==> config.mk <==
export PLATFORM = sky130hd
export DESIGN_NAME = mdpwm_top
export DESIGN_NICKNAME = d
export VERILOG_FILES = /design/src/verilog/mdpwm_pkg.sv /design/src/verilog/mdpwm_frame_if.sv /design/src/verilog/mdpwm_top.sv /design/src/verilog/mdpwm_spi_rx.sv
export SDC_FILE = /design/constraint.sdc
export NUM_CORES = 1
export LEC_CHECK = 0
export ABC_CLOCK_PERIOD_IN_PS = 4000
export BUFFER_PORTS_ARGS = -buffer_cell sky130_fd_sc_hd__buf_2
export CORE_MARGIN = 5
export CORE_UTILIZATION = 28
export CTS_CLUSTER_SIZE = 30
export DETAILED_ROUTE_END_ITERATION = 8
export PLACE_DENSITY = 0.4
export SLEW_MARGIN = 20
export SYNTH_ARGS = -nofsm -noshare
export SYNTH_HDL_FRONTEND = slang
export SYNTH_HIERARCHICAL = 1
export SYNTH_SLANG_ARGS = --single-unit
==> constraint.sdc <==
create_clock -name i_clk -period 4 [get_ports i_clk]
set_input_delay 0.2 -clock i_clk [delete_from_list [all_inputs] [get_ports i_clk]]
set_output_delay 0.2 -clock i_clk [all_outputs]
set_load 0.005 [all_outputs]
==> src/verilog/mdpwm_pkg.sv <==
// Constants shared by the dimming PWM block: frame layout, register map, timing.
// Assumes a 100 MHz system clock and a 25.6 to 102.4 kHz CLK time base pin.
package mdpwm_pkg;
	localparam int NUM_CH          = 5;             // Four internal channels and the external one
	localparam int NUM_INT         = 4;             // Internal channels only
	localparam int FRAME_BITS      = 16;

	// Frame fields
	localparam int ADDR_MSB        = 15;
	localparam int ADDR_LSB        = 12;
	localparam int WDOG_BIT        = 11;            // frame_watchdog_bit, not acted on here
	localparam int PHASE_HI_BIT    = 10;
	localparam int PHASE_LO_BIT    = 9;
	localparam int CHAN_ON_BIT     = 8;
	localparam int SUBSEL_BIT      = 8;             // Selects sub-register in #9 and #12
	localparam int RESYNC_BIT      = 1;
	localparam int STEP_DIR_BIT    = 8;
	localparam int PSE_LSB         = 5;
	localparam int PHASE_SHIFT     = 6;             // Phase code times 64 counts

	// Register addresses
	localparam logic [3:0] ADDR_INIT2    = 4'h1;
	localparam logic [3:0] ADDR_CH_FIRST = 4'h2;
	localparam logic [3:0] ADDR_CH_LAST  = 4'h6;
	localparam logic [3:0] ADDR_OUTCTL   = 4'h8;
	localparam logic [3:0] ADDR_GLOBAL   = 4'h9;
	localparam logic [3:0] ADDR_INEN     = 4'hb;
	localparam logic [3:0] ADDR_PRESC    = 4'hc;
	localparam logic [3:0] ADDR_STEP     = 4'he;

	// Duty values
	localparam logic [7:0] DUTY_FULL     = 8'hff;
	localparam logic [7:0] DUTY_SKIP_LO  = 8'hf7;
	localparam logic [7:0] DUTY_SKIP_MIN = 8'hf8;
	localparam logic [7:0] DUTY_SKIP_MAX = 8'hfe;
	localparam logic [7:0] DUTY_RESET    = 8'h00;
	localparam logic [1:0] PRESC_RESET   = 2'h0;

	// Input enable modes
	localparam logic [1:0] INEN_PLAIN    = 2'h0;
	localparam logic [1:0] INEN_GATE     = 2'h1;
	localparam logic [1:0] INEN_SWAP     = 2'h3;

	// CLK supervision timing
	localparam int SYS_CLK_NS      = 10;
	localparam int CLK_PER_MIN_NS  = 9766;          // 102.4 kHz
	localparam int CLK_PER_MAX_NS  = 39063;         // 25.6 kHz
	localparam int FAST_LIMIT_CYC  = CLK_PER_MIN_NS / 2 / SYS_CLK_NS;
	localparam int SLOW_LIMIT_CYC  = (CLK_PER_MAX_NS * 2 + SYS_CLK_NS - 1) / SYS_CLK_NS;
	localparam int WATCH_BITS      = 17;
endpackage : mdpwm_pkg

==> src/verilog/mdpwm_frame_if.sv <==
// Carrier between the serial frame receiver and the PWM core.
// Assumes both ends run on the same system clock.
`timescale 1ns/1ps
interface mdpwm_frame_if;
	logic        frame_valid;   // One-cycle pulse at chip select rising edge
	logic [15:0] frame_data;    // Last 16 bits shifted in
	logic [15:0] status_word;   // Loaded into the serial output at frame start

	modport rx (output frame_valid, output frame_data, input status_word);
	modport core (input frame_valid, input frame_data, output status_word);
endinterface : mdpwm_frame_if

==> src/verilog/mdpwm_top.sv <==
// Multichannel dimming PWM: serial register file, CLK supervision and five PWM channels.
// Assumes all pins synchronous to i_clk; CLK runs at 25.6 to 102.4 kHz in service.
`timescale 1ns/1ps
module mdpwm_top
	import mdpwm_pkg::*;
#(
	parameter int SLOW_LIMIT = SLOW_LIMIT_CYC     // Cycles without a CLK edge before failure
)(
	input  wire logic         i_clk,
	input  wire logic         i_reset_n,
	input  wire logic         i_chip_select_n,
	input  wire logic         i_sclk,
	input  wire logic         i_si,
	input  wire logic         i_pwm_clk,
	input  wire logic         i_fail_mode,
	input  wire logic [3:0]   i_control_input,
	output logic              o_so,
	output logic              o_so_oe_n,
	output logic              o_clk_fail,
	output logic [4:0]        o_channel_state
);
	typedef enum logic [1:0] {CLK_OK, CLK_FAIL} mdpwm_clk_e;

	mdpwm_frame_if frame_bus ();

	logic [7:0]  duty_reg     [NUM_CH];
	logic [1:0]  phase_reg    [NUM_CH];
	logic [1:0]  presc_reg    [NUM_CH];
	logic [4:0]  chan_on_reg;
	logic [3:0]  pse_reg;
	logic [4:0]  gsel_reg;
	logic [7:0]  gduty_reg;
	logic [1:0]  inen_reg     [NUM_INT];
	logic [1:0]  presc_cnt_reg[NUM_CH];
	logic [7:0]  period_reg   [NUM_CH];
	logic [2:0]  skip_frame_reg[NUM_CH];
	logic [7:0]  act_duty_reg [NUM_CH];
	logic [4:0]  active_reg;
	logic        pwm_clk_reg;
	logic [WATCH_BITS-1:0] watch_cnt_reg;
	mdpwm_clk_e  clk_state_reg;

	logic [3:0]  addr;
	logic        resync;
	logic        base_tick;
	logic        clk_failed;
	logic [4:0]  chan_tick;
	logic [4:0]  period_start;
	logic [4:0]  gate;
	logic [7:0]  req_duty     [NUM_CH];
	logic [7:0]  eff_duty     [NUM_CH];
	logic [7:0]  position     [NUM_CH];

	// Saturating duty step
	function automatic logic [7:0] step_duty(input logic [7:0] duty, input logic [1:0] size,
			input logic up);
		logic [8:0] amount;
		logic [8:0] sum;
		amount = 9'h000;
		case (size)
			2'h1:    amount = 9'h004;
			2'h2:    amount = 9'h008;
			2'h3:    amount = 9'h010;
			default: amount = 9'h000;
		endcase
		if (up) begin
			sum = {1'b0, duty} + amount;
			step_duty = sum[8] ? DUTY_FULL : sum[7:0];
		end else begin
			sum = {1'b0, duty} - amount;
			step_duty = sum[8] ? DUTY_RESET : sum[7:0];
		end
	endfunction : step_duty

	// True when this skipping frame runs at F7 for a duty of F8 to FE
	function automatic logic skip_low(input logic [7:0] duty, input logic [2:0] slot);
		logic [3:0] rank;
		logic [3:0] needed;
		case (slot)
			3'h0:    rank = 4'h1;
			3'h4:    rank = 4'h2;
			3'h2:    rank = 4'h3;
			3'h6:    rank = 4'h4;
			3'h1:    rank = 4'h5;
			3'h5:    rank = 4'h6;
			3'h3:    rank = 4'h7;
			default: rank = 4'h8;
		endcase
		needed = 4'(DUTY_FULL - duty);
		skip_low = (rank <= needed);
	endfunction : skip_low

	// Divider terminal count for a prescale code
	function automatic logic [1:0] presc_last(input logic [1:0] code);
		case (code)
			2'h0:    presc_last = 2'h3;
			2'h1:    presc_last = 2'h1;
			default: presc_last = 2'h0;
		endcase
	endfunction : presc_last

	mdpwm_spi_rx u_spi_rx (
		.i_clk           (i_clk),
		.i_reset_n       (i_reset_n),
		.i_chip_select_n (i_chip_select_n),
		.i_sclk          (i_sclk),
		.i_si            (i_si),
		.o_so            (o_so),
		.o_so_oe_n       (o_so_oe_n),
		.frame           (frame_bus.rx)
	);

	// Status shifted out on the next frame
	assign frame_bus.status_word = {o_clk_fail, i_fail_mode, 9'h000, o_channel_state};

	assign addr   = frame_bus.frame_data[ADDR_MSB:ADDR_LSB];
	assign resync = frame_bus.frame_valid && addr == ADDR_INIT2
		&& frame_bus.frame_data[RESYNC_BIT];

	// Channel control registers; all writes land at chip select release
	always_ff @(posedge i_clk or negedge i_reset_n) begin
		if (!i_reset_n) begin
			for (int c = 0; c < NUM_CH; c++) begin
				duty_reg[c]  <= DUTY_RESET;
				phase_reg[c] <= 2'h0;
			end
		end else if (frame_bus.frame_valid) begin
			for (int c = 0; c < NUM_CH; c++) begin
				if (addr == ADDR_CH_FIRST + 4'(c)) begin
					duty_reg[c]  <= frame_bus.frame_data[7:0];
					phase_reg[c] <= frame_bus.frame_data[PHASE_HI_BIT:PHASE_LO_BIT];
				end else if (addr == ADDR_STEP && c < NUM_INT) begin
					duty_reg[c] <= step_duty(duty_reg[c],
						frame_bus.frame_data[2*c +: 2],
						frame_bus.frame_data[STEP_DIR_BIT]);
				end
			end
		end
	end

	// On bits are one store shared by the channel registers and register 8
	always_ff @(posedge i_clk or negedge i_reset_n) begin
		if (!i_reset_n) begin
			chan_on_reg <= 5'h00;
			pse_reg     <= 4'h0;
		end else if (frame_bus.frame_valid) begin
			if (addr == ADDR_OUTCTL) begin
				chan_on_reg <= frame_bus.frame_data[4:0];
				pse_reg     <= frame_bus.frame_data[PSE_LSB +: NUM_INT];
			end
			for (int c = 0; c < NUM_CH; c++) begin
				if (addr == ADDR_CH_FIRST + 4'(c)) begin
					chan_on_reg[c] <= frame_bus.frame_data[CHAN_ON_BIT];
				end
			end
		end
	end

	// Global duty, global select, input modes and prescalers
	always_ff @(posedge i_clk or negedge i_reset_n) begin
		if (!i_reset_n) begin
			gsel_reg  <= 5'h00;
			gduty_reg <= DUTY_RESET;
			for (int c = 0; c < NUM_INT; c++) begin
				inen_reg[c] <= INEN_PLAIN;
			end
			for (int c = 0; c < NUM_CH; c++) begin
				presc_reg[c] <= PRESC_RESET;
			end
		end else if (frame_bus.frame_valid) begin
			if (addr == ADDR_GLOBAL && !frame_bus.frame_data[SUBSEL_BIT]) begin
				gsel_reg <= frame_bus.frame_data[4:0];
			end
			if (addr == ADDR_GLOBAL && frame_bus.frame_data[SUBSEL_BIT]) begin
				gduty_reg <= frame_bus.frame_data[7:0];
			end
			for (int c = 0; c < NUM_INT; c++) begin
				if (addr == ADDR_INEN) begin
					inen_reg[c] <= frame_bus.frame_data[2*c +: 2];
				end
				if (addr == ADDR_PRESC && !frame_bus.frame_data[SUBSEL_BIT]) begin
					presc_reg[c] <= frame_bus.frame_data[2*c +: 2];
				end
			end
			if (addr == ADDR_PRESC && frame_bus.frame_data[SUBSEL_BIT]) begin
				presc_reg[NUM_CH-1] <= frame_bus.frame_data[1:0];
			end
		end
	end

	// Time base edge; the pin is already synchronous so one stage suffices
	always_ff @(posedge i_clk or negedge i_reset_n) begin
		if (!i_reset_n) begin
			pwm_clk_reg <= 1'b0;
		end else begin
			pwm_clk_reg <= i_pwm_clk;
		end
	end

	assign base_tick = i_pwm_clk & ~pwm_clk_reg;

	// CLK supervision: too long between edges or too short a period both fail
	always_ff @(posedge i_clk or negedge i_reset_n) begin
		if (!i_reset_n) begin
			// No edge seen yet, so the first edge after reset is never judged too fast
			watch_cnt_reg <= WATCH_BITS'(FAST_LIMIT_CYC);
			clk_state_reg <= CLK_OK;
		end else begin
			if (base_tick) begin
				watch_cnt_reg <= '0;
			end else if (watch_cnt_reg != {WATCH_BITS{1'b1}}) begin
				watch_cnt_reg <= watch_cnt_reg + 1'b1;
			end
			case (clk_state_reg)
				CLK_OK: begin
					if ((base_tick && watch_cnt_reg < WATCH_BITS'(FAST_LIMIT_CYC))
						|| watch_cnt_reg >= WATCH_BITS'(SLOW_LIMIT)) begin
						clk_state_reg <= CLK_FAIL;
					end
				end
				CLK_FAIL: begin
					if (base_tick && watch_cnt_reg >= WATCH_BITS'(FAST_LIMIT_CYC)
						&& watch_cnt_reg < WATCH_BITS'(SLOW_LIMIT)) begin
						clk_state_reg <= CLK_OK;                                   // Recover on one good period
					end
				end
				default: clk_state_reg <= CLK_FAIL;
			endcase
		end
	end

	assign clk_failed = (clk_state_reg != CLK_OK);

	// Per-channel gating and duty source selection
	always_comb begin
		for (int c = 0; c < NUM_CH; c++) begin
			logic [1:0] mode;
			logic       in_lvl;
			logic       use_glob;
			mode     = (c < NUM_INT) ? inen_reg[c % NUM_INT] : INEN_PLAIN;
			in_lvl   = (c < NUM_INT) ? i_control_input[c % NUM_INT] : 1'b0;
			use_glob = gsel_reg[c] ^ (mode == INEN_SWAP && in_lvl);
			gate[c]  = chan_on_reg[c] && !(mode == INEN_GATE && !in_lvl);
			req_duty[c] = use_glob ? gduty_reg : duty_reg[c];
			eff_duty[c] = act_duty_reg[c];
			if (c < NUM_INT && pse_reg[c % NUM_INT] && act_duty_reg[c] >= DUTY_SKIP_MIN
				&& act_duty_reg[c] <= DUTY_SKIP_MAX
				&& skip_low(act_duty_reg[c], skip_frame_reg[c])) begin
				eff_duty[c] = DUTY_SKIP_LO;
			end
			position[c] = period_reg[c] + {phase_reg[c], 6'h00};
			chan_tick[c] = base_tick && presc_cnt_reg[c] == presc_last(presc_reg[c]);
			period_start[c] = chan_tick[c] && period_reg[c] == DUTY_FULL;
		end
	end

	// Prescalers, period counters and skipping frame counters, per channel
	always_ff @(posedge i_clk or negedge i_reset_n) begin
		if (!i_reset_n) begin
			for (int c = 0; c < NUM_CH; c++) begin
				presc_cnt_reg[c]  <= 2'h0;
				period_reg[c]     <= 8'h00;
				skip_frame_reg[c] <= 3'h0;
			end
		end else begin
			for (int c = 0; c < NUM_CH; c++) begin
				if (resync) begin
					presc_cnt_reg[c]  <= 2'h0;
					period_reg[c]     <= 8'h00;
					skip_frame_reg[c] <= 3'h0;
				end else if (base_tick) begin
					presc_cnt_reg[c] <= chan_tick[c] ? 2'h0 : presc_cnt_reg[c] + 2'h1;
					if (chan_tick[c]) begin
						period_reg[c] <= period_reg[c] + 8'h01;
					end
					if (period_start[c]) begin
						skip_frame_reg[c] <= skip_frame_reg[c] + 3'h1;
					end
				end
			end
		end
	end

	// Active duty: full duty and off act at once, lower duty waits for the period
	always_ff @(posedge i_clk or negedge i_reset_n) begin
		if (!i_reset_n) begin
			active_reg <= 5'h00;
			for (int c = 0; c < NUM_CH; c++) begin
				act_duty_reg[c] <= DUTY_RESET;
			end
		end else begin
			for (int c = 0; c < NUM_CH; c++) begin
				if (!gate[c]) begin
					active_reg[c] <= 1'b0;
				end else if (req_duty[c] == DUTY_FULL) begin
					active_reg[c]   <= 1'b1;
					act_duty_reg[c] <= DUTY_FULL;
				end else if (period_start[c] || resync) begin
					active_reg[c]   <= 1'b1;
					act_duty_reg[c] <= req_duty[c];
				end
			end
		end
	end

	// Output stage; Fail mode hands internal outputs to their control inputs
	always_ff @(posedge i_clk or negedge i_reset_n) begin
		if (!i_reset_n) begin
			o_channel_state <= 5'h00;
			o_clk_fail      <= 1'b0;
		end else begin
			o_clk_fail <= clk_failed;
			for (int c = 0; c < NUM_CH; c++) begin
				if (i_fail_mode) begin
					o_channel_state[c] <= (c < NUM_INT) ? i_control_input[c % NUM_INT] : 1'b0;
				end else if (clk_failed) begin
					o_channel_state[c] <= gate[c];
				end else begin
					o_channel_state[c] <= active_reg[c] && (eff_duty[c] == DUTY_FULL
						|| position[c] < eff_duty[c]);
				end
			end
		end
	end
endmodule : mdpwm_top

==> src/verilog/mdpwm_spi_rx.sv <==
// Serial frame receiver: shifts SI on SCLK falling, drives SO on SCLK rising.
// Assumes chip select, clock and data pins are synchronous to i_clk.
`timescale 1ns/1ps
module mdpwm_spi_rx
	import mdpwm_pkg::*;
(
	input  wire logic  i_clk,
	input  wire logic  i_reset_n,
	input  wire logic  i_chip_select_n,
	input  wire logic  i_sclk,
	input  wire logic  i_si,
	output logic       o_so,
	output logic       o_so_oe_n,
	mdpwm_frame_if.rx  frame
);
	logic        cs_n_reg;
	logic        sclk_reg;
	logic [15:0] rx_shift_reg;
	logic [15:0] tx_shift_reg;
	logic        cs_fall;
	logic        cs_rise;
	logic        sclk_fall;
	logic        sclk_rise;

	// Pin history for edge finding
	always_ff @(posedge i_clk or negedge i_reset_n) begin
		if (!i_reset_n) begin
			cs_n_reg <= 1'b1;
			sclk_reg <= 1'b0;
		end else begin
			cs_n_reg <= i_chip_select_n;
			sclk_reg <= i_sclk;
		end
	end

	assign cs_fall   = cs_n_reg & ~i_chip_select_n;
	assign cs_rise   = ~cs_n_reg & i_chip_select_n;
	assign sclk_fall = sclk_reg & ~i_sclk & ~i_chip_select_n;
	assign sclk_rise = ~sclk_reg & i_sclk & ~i_chip_select_n;

	// Receive; last 16 bits win so a daisy chain still works
	always_ff @(posedge i_clk or negedge i_reset_n) begin
		if (!i_reset_n) begin
			rx_shift_reg <= 16'h0000;
		end else if (sclk_fall) begin
			rx_shift_reg <= {rx_shift_reg[14:0], i_si};
		end
	end

	// Frame strobe at chip select release
	always_ff @(posedge i_clk or negedge i_reset_n) begin
		if (!i_reset_n) begin
			frame.frame_valid <= 1'b0;
			frame.frame_data  <= 16'h0000;
		end else begin
			frame.frame_valid <= cs_rise;
			if (cs_rise) begin
				frame.frame_data <= rx_shift_reg;
			end
		end
	end

	// Transmit status, MSB first; tri-stated outside a frame
	always_ff @(posedge i_clk or negedge i_reset_n) begin
		if (!i_reset_n) begin
			tx_shift_reg <= 16'h0000;
			o_so         <= 1'b0;
			o_so_oe_n    <= 1'b1;
		end else if (cs_fall) begin
			tx_shift_reg <= {frame.status_word[14:0], 1'b0};
			o_so         <= frame.status_word[15];
			o_so_oe_n    <= 1'b0;
		end else if (cs_rise) begin
			o_so_oe_n    <= 1'b1;
		end else if (sclk_rise) begin
			o_so         <= tx_shift_reg[15];
			tx_shift_reg <= {tx_shift_reg[14:0], i_si}; // Passes data on down the chain
		end
	end
endmodule : mdpwm_spi_rx

==> results of run 1 <==
## path summary, 6_finish.rpt
check                                            end  slack (ns)  cells after the start                from
min in group asynchronous  u_spi_rx/tx_shift_reg[13]        0.23                      2           i_reset_n
min                               o_channel_state[0]        0.08                      4  i_control_input[0]
min reg2reg                       u_spi_rx/o_so_oe_n        0.48                      2  u_spi_rx/o_so_oe_n
max reg2reg                       o_channel_state[3]        0.40                     18   skip_frame_reg[3]
max in group asynchronous           watch_cnt_reg[8]        2.61                      3           i_reset_n
max                               o_channel_state[3]        0.40                     18   skip_frame_reg[3]
## worst min-delay path: cells and delay by family
kind,cells,cell delay (ns)
buffers and inverters,2,0.21
AOI/OAI and AO/OA,2,0.18
## routing by layer
layer / global-route usage, % / vias up
met5: 0 / -
met4: 3.46 / 0
met3: 2.67 / 56
met2: 23.8 / 177
met1: 21.2 / 6252
li1: - / 6074
## final cells by class
type / count / area (um^2)
antenna: 1 / 2.50
clock buffer: 51 / 1080
clock inverter: 13 / 223
fill: 6132 / 40800
inverter: 97 / 364
multi-input combinational: 1234 / 9480
sequential: 274 / 6870
tap: 782 / 978
timing repair buffer: 60 / 440
## per-stage QoR
step	hold slack, ns	power (mW)	utilization, %
finish	0.0814	8.77	32.3
global placement	0.278	5.22	30.0
detailed placement	0.282	5.25	30.0
global route	0.0722	9.27	32.3
CTS	0.0571	8.92	32.2
floorplan	-0.0956	4.56	-
## power by group through the flow
stage                     Clock, mW  Combinational, mW  Sequential, mW
after floorplan                   0               1.25            3.31
after global placement            0               1.68            3.54
after detailed placement          0               1.71            3.54
after CTS                      3.71               1.72            3.49
after global routing           3.82               1.92            3.53
final                          3.57               1.71            3.49
## what timing repair did
action                                  CTS  global route
endpoints found under the hold margin    82             0
hold buffers                              5             0
endpoints found under the setup margin    0             1
gates resized for setup                   0             3
==> impl_metrics.csv, run 1 <==
group,metric,value,unit
sta,max_slew_margin,27.5,%
worst_setup_path,critical_path.n_buffers_inverters,1,
placement,detailedPlacementHpwl,35000,um
worst_setup_path,setup.worst_path.class,"reg -> reg",
min_path,hold_path.class,"in -> reg",
power_and_ir_drop,p_per_area,451,nW/um^2
worst_setup_path,slowest_stage,"sky130_fd_sc_hd__dfrtp_1",
power_and_ir_drop,part_of_the_power_in_the_clock_network,40.8,%
routing,final_antenna_net_count,0,
sta,final_min_period_over_clock_period,89.9,%
clock_tree,cts_inserted_buffers,36,
logic_synthesis,postSynthCellCount,1669,
grt,grt_max_degree,86,
power_and_ir_drop,p_switching,2.67,mW
clock_tree,htree_levels,2,
layout,design_area,19400,um^2
worst_setup_path,critical_path.endpoint_type,"register",
routing,detail_route.wl_per_cell,19.7,um
floorplan,die-area,65800,um^2
worst_setup_path,top_fanout_value_on_the_critical_path,4,
sta,grt_setup_unrepaired,"false",
power_and_ir_drop,power.switching_fraction,30.5,%
placement,post-place-cells,2442,
layout,fin_cells,2512,
sta,setup-violations-final,0,
sta,worstMarginPinSlew,1.08,ns
clock_tree,cts_buffer_depth,3,
sta,fin_ws,0.404,ns
placement,gp_congestion,0.834,
sta,setup_tns,0,ns
sta,timing_hold_violations_final,0,
clock_tree,clk_pin_slew_worst_paths,0.05,ns
placement,dp_slack,0.179,ns
clock_tree,clock-root-buffer,"sky130_fd_sc_hd__clkbuf_16",
routing,avgViaCountPerCell,5.00,
outcome,status,"complete, no violations",
power_and_ir_drop,leakage,8.97,nW
job,max_cap_viol_count,0,
power_and_ir_drop,comb_power_share,19.5,%
layout,final_common_cell,"sky130_fd_sc_hd__dfrtp_1",
worst_setup_path,crit_path_max_incr_delay,0.41,ns
worst_setup_path,path_cells,"inv_1, ha_1, nor2_1, a21oi_2, o21ai_0, a22o_1, ha_1, nand4_1, o21ai_0, a21o_1, and3_1, a21bo_2, ha_1, a2111oi_2, a21oi_1, o211ai_1, a21oi_1, o22ai_1",
power_and_ir_drop,power_frac_seq,39.8,%
grt,grt-ovfl-total,0,
sta,finClkSkew,0.0221,ns
floorplan,placeable_area,60200,um^2
power_and_ir_drop,internal_power,6.09,mW
floorplan,io-pin-count,19,
floorplan,std_cell_rows,90,
sta,achievable-frequency,0.278,GHz
grt,grt_util_all_layers,14.9,%
routing,drc,0,
worst_setup_path,critPathLaunchType,"register",
worst_setup_path,critical-path-top-cell-by-count,"sky130_fd_sc_hd__ha_1",
routing,wl_met2,22500,um
routing,route.vias.total,12600,
floorplan,die_w,257,um
layout,area_growth_syn_to_layout,14.2,%
routing,route.final.wire_length,49400,um
sta,post-route-min-period,3.60,ns
worst_setup_path,worst_endpoint_required_time,4.47,ns
floorplan,chipHeight,257,um
power_and_ir_drop,ir_worst_vdd,0.303,mV
placement,count_of_buffers_inserted_at_the_top_level_ports,18,
grt,grt_pass1_wl,78000,um
grt,vias_in_the_first_global_route,12900,
clock_tree,worstSkewPairLatency,0.55,ns
clock_tree,clock_sink_count,274,
clock_tree,tritoncts,"done",
logic_synthesis,synthesis.area,17000,um^2
logic_synthesis,post_synth.cell_area_avg,10.2,um^2
routing,detail_route.iter0.violations,846,
routing,number_of_iterations_in_the_first_detailed_routing_pass,7,
sta,slew_violations,0,
grt,grt_antenna_before_repair,3,
clock_tree,postCtsSetupRepairBufs,0,
worst_setup_path,critical-path-top-delay-family,"compound AO/OA/AOI/OAI gates",
placement,placed_area,18100,um^2
routing,wirelength_met1,24200,um
layout,nets,1834,
routing,routed-wl-met3,1750,um
logic_synthesis,synth-warning-count,6,
layout,post_route_cells_drive_above_1_share,17.0,%
routing,top_routing_layer_in_use,"met4",
floorplan,start_util,28.3,%
worst_setup_path,critical_path_arrival,4.06,ns
layout,most-common-layout-cells,"sky130_fd_sc_hd__dfrtp_1 (267), sky130_fd_sc_hd__nor2_1 (147), sky130_fd_sc_hd__mux2_2 (115)",
Power figures use the tool's default switching activity.
==> run 2: changes to the inputs <==
--- a/config.mk
+++ b/config.mk
@@ -7,11 +7,11 @@
 export LEC_CHECK = 0
 export ABC_CLOCK_PERIOD_IN_PS = 4000
 export BUFFER_PORTS_ARGS = -buffer_cell sky130_fd_sc_hd__buf_2
-export CORE_MARGIN = 5
 export CORE_UTILIZATION = 28
 export CTS_CLUSTER_SIZE = 30
 export DETAILED_ROUTE_END_ITERATION = 8
-export PLACE_DENSITY = 0.4
+export PLACE_DENSITY = 0.48
+export SETUP_SLACK_MARGIN = 0.4
 export SLEW_MARGIN = 20
 export SYNTH_ARGS = -nofsm -noshare
 export SYNTH_HDL_FRONTEND = slang
==> impl_metrics.csv, run 2 (synthesis gave the netlist of run 1 again) <==
group,metric,value,unit
outcome,status,"complete, no violations",
min_path,hp-start,"i_control_input[3]",
sta,finClkSkew,0.0138,ns
floorplan,io-pin-count,19,
floorplan,std_cell_rows,90,
routing,route.final.wire_length,45900,um
worst_setup_path,critical_path.n_buffers_inverters,1,
worst_setup_path,critical-path-top-cell-by-count,"sky130_fd_sc_hd__a21oi_1",
grt,grt_pass1_wl,73700,um
worst_setup_path,critical_path_arrival,3.81,ns
worst_setup_path,critical-path-top-delay-family,"compound AO/OA/AOI/OAI gates",
clock_tree,htree_levels,2,
grt,grt_antenna_before_repair,1,
clock_tree,clock-root-buffer,"sky130_fd_sc_hd__clkbuf_16",
placement,detailedPlacementHpwl,32100,um
worst_setup_path,critPathLaunchType,"register",
sta,post-route-min-period,3.35,ns
floorplan,chipHeight,249,um
worst_setup_path,worst_endpoint_required_time,4.46,ns
worst_setup_path,slowest_stage,"sky130_fd_sc_hd__dfrtp_1",
worst_setup_path,critical_path.endpoint_type,"register",
power_and_ir_drop,p_per_area,435,nW/um^2
grt,grt_util_all_layers,15.0,%
layout,most-common-layout-cells,"sky130_fd_sc_hd__dfrtp_1 (267), sky130_fd_sc_hd__nor2_1 (147), sky130_fd_sc_hd__mux2_2 (115)",
sta,max_slew_margin,25.0,%
worst_setup_path,top_fanout_value_on_the_critical_path,4,
clock_tree,cts_buffer_depth,3,
worst_setup_path,r2r_setup_slack,0.65,ns
sta,final_min_period_over_clock_period,83.7,%
floorplan,die-area,61800,um^2
clock_tree,clock_sink_count,274,
sta,holdWs,0.0624,ns
sta,grt_setup_unrepaired,"true",
layout,final_common_cell,"sky130_fd_sc_hd__dfrtp_1",
grt,grt_max_degree,102,
clock_tree,cts_inserted_buffers,35,
placement,placed_area,18000,um^2
layout,area_growth_syn_to_layout,13.4,%
job,max_cap_viol_count,0,
worst_setup_path,critPathLaunch,"skip_frame_reg[3]",
sta,setup_tns,0,ns
layout,fill_cells,6099,
routing,detail_route.iter0.violations,844,
worst_setup_path,setup.worst_path.class,"reg -> reg",
layout,design_area,19300,um^2
sta,setup-violations-final,0,
routing,number_of_iterations_in_the_first_detailed_routing_pass,5,
placement,gp_congestion,0.854,
routing,route.vias.total,12600,
layout,nets,1825,
placement,count_of_buffers_inserted_at_the_top_level_ports,18,
power_and_ir_drop,ir_worst_vdd,0.231,mV
routing,avgViaCountPerCell,5.02,
clock_tree,clk_pin_slew_worst_paths,0.05,ns
min_path,hold_path.class,"in -> reg",
power_and_ir_drop,leakage,8.89,nW
grt,vias_in_the_first_global_route,12800,
floorplan,die_w,249,um
routing,drc,0,
clock_tree,worstSkewPairLatency,0.54,ns
worst_setup_path,crit_path_max_incr_delay,0.42,ns
sta,worstMarginPinSlew,1.12,ns
sta,achievable-frequency,0.299,GHz
grt,grt-ovfl-total,0,
clock_tree,tritoncts,"done",
sta,slew_violations,0,
routing,detail_route.wl_per_cell,18.3,um
worst_setup_path,path_cells,"inv_2, ha_2, nor2_1, a21oi_2, o21ai_1, a22o_1, ha_1, nand4_1, o21ai_0, a21o_1, and3_1, a21bo_2, ha_4, a2111oi_4, a21oi_1, o211ai_1, a21oi_1, o22ai_1",
floorplan,placeable_area,60200,um^2
sta,timing_hold_violations_final,0,
routing,final_antenna_net_count,0,
layout,post_route_cells_drive_above_1_share,17.4,%
floorplan,start_util,28.3,%
worst_setup_path,r2r-start,"skip_frame_reg[3]",
[run 2: cell count changes in the layout (fill, tap and decap cells not counted), sizes merged]
cell / before / now
clkinv: 5 / 12
bufinv: 6 / 2
buf: 55 / 47
clkbuf: 51 / 45
clkinvlp: 3 / 2
inv: 96 / 99
[run 2: path summary, 6_finish.rpt]
| path | to | depth (start not counted) |
|---|---|---|
| max | o_channel_state[3] | 18 |
| min | o_channel_state[3] | 3 |
| max reg2reg | o_channel_state[3] | 18 |
| min reg2reg | u_spi_rx/o_so_oe_n | 2 |
| max in group asynchronous | skip_frame_reg[5] | 3 |
| min in group asynchronous | u_spi_rx/o_so | 2 |
[run 2: repair_timing]
item                                    in CTS  in global routing
gates resized for setup                      4                 11
hold buffers                                 5                  0
pin swaps                                    0                  2
setup buffers                                0                  2
gates cloned                                 0                  0
endpoints found under the setup margin       1                  2
endpoints found under the hold margin       98                  0
[run 2: stage by stage]
step                worst slack [ns]  util (%)  std cells  total power, mW
detailed placement             0.153      29.9       2431             5.21
global route                   0.400      32.0       2502             8.87
floorplan                      0.595         -       1677             4.56
global placement               0.338      29.9       2431             5.16
CTS                            0.406      32.0       2499             8.53
finish                         0.652      32.1       2503             8.41
[run 2: worst register-to-register path: stages (launching register included)]
cell and delay (ns):
sky130_fd_sc_hd__dfrtp_1 0.42, sky130_fd_sc_hd__inv_2 0.09, sky130_fd_sc_hd__ha_2 0.20, sky130_fd_sc_hd__nor2_1 0.07
sky130_fd_sc_hd__a21oi_2 0.20, sky130_fd_sc_hd__o21ai_1 0.10, sky130_fd_sc_hd__a22o_1 0.24, sky130_fd_sc_hd__ha_1 0.27
sky130_fd_sc_hd__nand4_1 0.08, sky130_fd_sc_hd__o21ai_0 0.08, sky130_fd_sc_hd__a21o_1 0.18, sky130_fd_sc_hd__and3_1 0.19
sky130_fd_sc_hd__a21bo_2 0.22, sky130_fd_sc_hd__ha_4 0.23, sky130_fd_sc_hd__a2111oi_4 0.30, sky130_fd_sc_hd__a21oi_1 0.12
sky130_fd_sc_hd__o211ai_1 0.10, sky130_fd_sc_hd__a21oi_1 0.06, sky130_fd_sc_hd__o22ai_1 0.11
[run 2: report_power, final]
part	internal, mW	switching (mW)	total [mW]
Clock	1.93	1.30	3.22
Sequential	3.06	0.421	3.48
Combinational	0.784	0.919	1.70
Total	5.77	2.64	8.41
[run 2: layout make-up]
type | instances | area (um^2) | share of cell area [%]
Antenna cell | 1 | 2.50 | 0.0130
Clock buffer | 45 | 1010 | 5.25
Clock inverter | 18 | 164 | 0.849
Inverter | 97 | 364 | 1.89
Multi-Input combinational cell | 1234 | 9530 | 49.4
Sequential cell | 274 | 6870 | 35.6
Tap cell | 782 | 978 | 5.07
Timing Repair Buffer | 52 | 393 | 2.03
[run 2: layer usage]
layer | global-route usage (%) | up-vias | share of wire [%]
met5 | 0 | - | 0
li1 | - | 6060 | -
met2 | 24.1 | 212 | 46
met1 | 20.5 | 6247 | 48
met3 | 2.28 | 53 | 3.9
met4 | 4.76 | 0 | 2.0
==> run 3: changes to the inputs <==
--- a/config.mk
+++ b/config.mk
@@ -5,7 +5,7 @@
 export SDC_FILE = /design/constraint.sdc
 export NUM_CORES = 1
 export LEC_CHECK = 0
-export ABC_CLOCK_PERIOD_IN_PS = 4000
+export ABC_CLOCK_PERIOD_IN_PS = 3200
 export BUFFER_PORTS_ARGS = -buffer_cell sky130_fd_sc_hd__buf_2
 export CORE_UTILIZATION = 28
 export CTS_CLUSTER_SIZE = 30
==> constraint.sdc (replaced) <==
create_clock -name i_clk -period 3.2 [get_ports i_clk]
set_input_delay 0.16 -clock i_clk [delete_from_list [all_inputs] [get_ports i_clk]]
set_output_delay 0.16 -clock i_clk [all_outputs]
set_load 0.005 [all_outputs]
==> impl_metrics.csv, run 3 (synthesis gave the netlist of run 1 again) <==
group,metric,value,unit
worst_setup_path,critical-path-top-cell-by-count,"sky130_fd_sc_hd__buf_4",
outcome,failed_checks,"setup timing",
worst_setup_path,setup.worst_path.class,"reg -> reg",
layout,nets,1867,
layout,antenna_cells_inserted,0,
placement,count_of_buffers_inserted_at_the_top_level_ports,18,
worst_setup_path,crit_cells,17,
worst_setup_path,critical_path.endpoint_type,"register",
clock_tree,htree_levels,1,
routing,number_of_iterations_in_the_first_detailed_routing_pass,5,
layout,final_common_cell,"sky130_fd_sc_hd__dfrtp_1",
sta,grt_setup_unrepaired,"true",
grt,vias_in_the_first_global_route,12900,
power_and_ir_drop,p_per_area,514,nW/um^2
sta,setup_tns,-0.0590,ns
sta,holdWs,0.0223,ns
grt,grt_util_all_layers,14.9,%
worst_setup_path,r2r_end,"o_channel_state[3]",
worst_setup_path,path_cells,"buf_4, ha_4, nor3_4, a21oi_4, buf_4, buf_4, ha_1, nand4_1, o21ai_1, a21o_1, and3_4, a21bo_4, ha_4, a2111oi_4, and3_1, a21oi_2, o22ai_1",
power_and_ir_drop,power_frac_seq,42.1,%
sta,fin_ws,-0.0590,ns
worst_setup_path,timing.critical_path.to,"o_channel_state[3]",
layout,post_route_cells_drive_above_1_share,21.1,%
power_and_ir_drop,part_of_the_power_in_the_clock_network,36.1,%
floorplan,die-area,61800,um^2
power_and_ir_drop,ir_worst_vdd,0.404,mV
min_path,worstHoldPathCells,2,
floorplan,placeable_area,60200,um^2
placement,placed_area,18400,um^2
grt,grt_max_degree,99,
sta,achievable-frequency,0.307,GHz
worst_setup_path,top_fanout_value_on_the_critical_path,4,
grt,grt-ovfl-total,0,
routing,final_antenna_net_count,0,
worst_setup_path,critical_path_arrival,3.77,ns
sta,slew_violations,0,
clock_tree,cts_buffer_depth,3,
grt,grt_antenna_before_repair,1,
grt,grt_pass1_wl,74400,um
placement,detailedPlacementHpwl,33400,um
worst_setup_path,critPathLaunchType,"register",
power_and_ir_drop,power.switching_fraction,31.2,%
layout,fill_cells,6047,
min_path,hold_path.class,"in -> reg",
floorplan,die_w,249,um
job,max_cap_viol_count,0,
worst_setup_path,r2r_setup_slack,-0.06,ns
sta,max_slew_margin,43.1,%
layout,design_area,19800,um^2
floorplan,chipHeight,249,um
sta,finClkSkew,0.0183,ns
sta,timing_hold_violations_final,0,
layout,most-common-layout-cells,"sky130_fd_sc_hd__dfrtp_1 (259), sky130_fd_sc_hd__nor2_1 (144), sky130_fd_sc_hd__mux2_2 (115)",
clock_tree,tritoncts,"done",
clock_tree,clock_sink_count,274,
sta,setup-violations-final,1,
floorplan,start_util,28.3,%
sta,worstMarginPinSlew,0.851,ns
routing,detail_route.iter0.violations,767,
outcome,status,"finished with violations",
worst_setup_path,critical_path.n_buffers_inverters,3,
worst_setup_path,critical-path-top-delay-family,"compound AO/OA/AOI/OAI gates",
worst_setup_path,crit_path_max_incr_delay,0.43,ns
routing,route.final.wire_length,46100,um
clock_tree,cts_inserted_buffers,31,
clock_tree,clk_pin_slew_worst_paths,0.06,ns
floorplan,io-pin-count,19,
worst_setup_path,critPathLaunch,"skip_frame_reg[3]",
routing,detail_route.wl_per_cell,18.2,um
clock_tree,worstSkewPairLatency,0.60,ns
power_and_ir_drop,p_switching,3.18,mW
worst_setup_path,slowest_stage,"sky130_fd_sc_hd__dfrtp_2",
clock_tree,clock-root-buffer,"sky130_fd_sc_hd__clkbuf_16",
worst_setup_path,worst_endpoint_required_time,3.71,ns
floorplan,std_cell_rows,90,
worst_setup_path,r2r-start,"skip_frame_reg[3]",
placement,gp_congestion,0.840,
routing,drc,0,
sta,post-route-min-period,3.26,ns
layout,area_growth_syn_to_layout,16.6,%
sta,final_min_period_over_clock_period,102,%
routing,avgViaCountPerCell,5.01,
worst_setup_path,worstRegToRegCells,17,
power_and_ir_drop,comb_power_share,21.7,%
routing,route.vias.total,12700,
power_and_ir_drop,internal_power,7.02,mW
power_and_ir_drop,leakage,9.06,nW
## run 3: layout make-up
class	instances	area, um^2	area share [%]
multi-input cells	1234	9790	49.3
flip-flops and latches	274	6880	34.6
well taps	782	978	4.93
clock buffers	50	947	4.77
repair buffers	98	783	3.95
inverters	97	369	1.86
clock inverters	7	103	0.517
## run 3: what timing repair did
| item | in CTS | in global routing |
|---|---|---|
| setup endpoints to repair | 4 | 6 |
| hold buffers | 8 | 0 |
| pin swaps | 11 | 18 |
| endpoints found under the hold margin | 99 | 0 |
| gates resized for setup | 18 | 27 |
| buffers inserted | 6 | 8 |
| cloned | 0 | 0 |
## run 3: power groups by stage
stage	registers [mW]	clock network (mW)	logic, mW
6_report	4.30	3.69	2.22
5_1_grt	4.37	3.95	2.49
4_1_cts	4.30	3.82	2.22
3_5_place_dp	4.36	0	2.20
3_3_place_gp	4.35	0	2.15
2_1_floorplan	4.14	0	1.59
## run 3: how the worst min path moves through the flow
| stage | from | end |
|---|---|---|
| after floorplan | i_reset_n | act_duty_reg[0] |
| after global placement | i_reset_n | u_spi_rx/tx_shift_reg[12] |
| after detailed placement | i_reset_n | u_spi_rx/tx_shift_reg[12] |
| after CTS | i_fail_mode | o_channel_state[4] |
| after global routing | i_fail_mode | o_channel_state[4] |
| final | i_fail_mode | o_channel_state[4] |
## run 3: through the flow
step | power [mW] | worst slack [ns] | utilization (%) | std cells
2_1_floorplan | 5.73 | 0.201 | - | 1677
3_3_place_gp | 6.49 | 0.0566 | 30.6 | 2463
3_5_place_dp | 6.56 | -0.0385 | 30.6 | 2463
4_1_cts | 10.3 | -0.0366 | 32.6 | 2534
5_1_grt | 10.8 | -0.234 | 32.9 | 2542
6_report | 10.2 | -0.0590 | 32.9 | 2542
## run 3: routing by layer
metal,GRT usage (%),vias up,wire [um]
li1,-,6117,-
met1,20.7,6403,22100
met2,24.7,169,21700
met3,1.60,58,1450
met4,3.53,0,857
met5,0,-,0
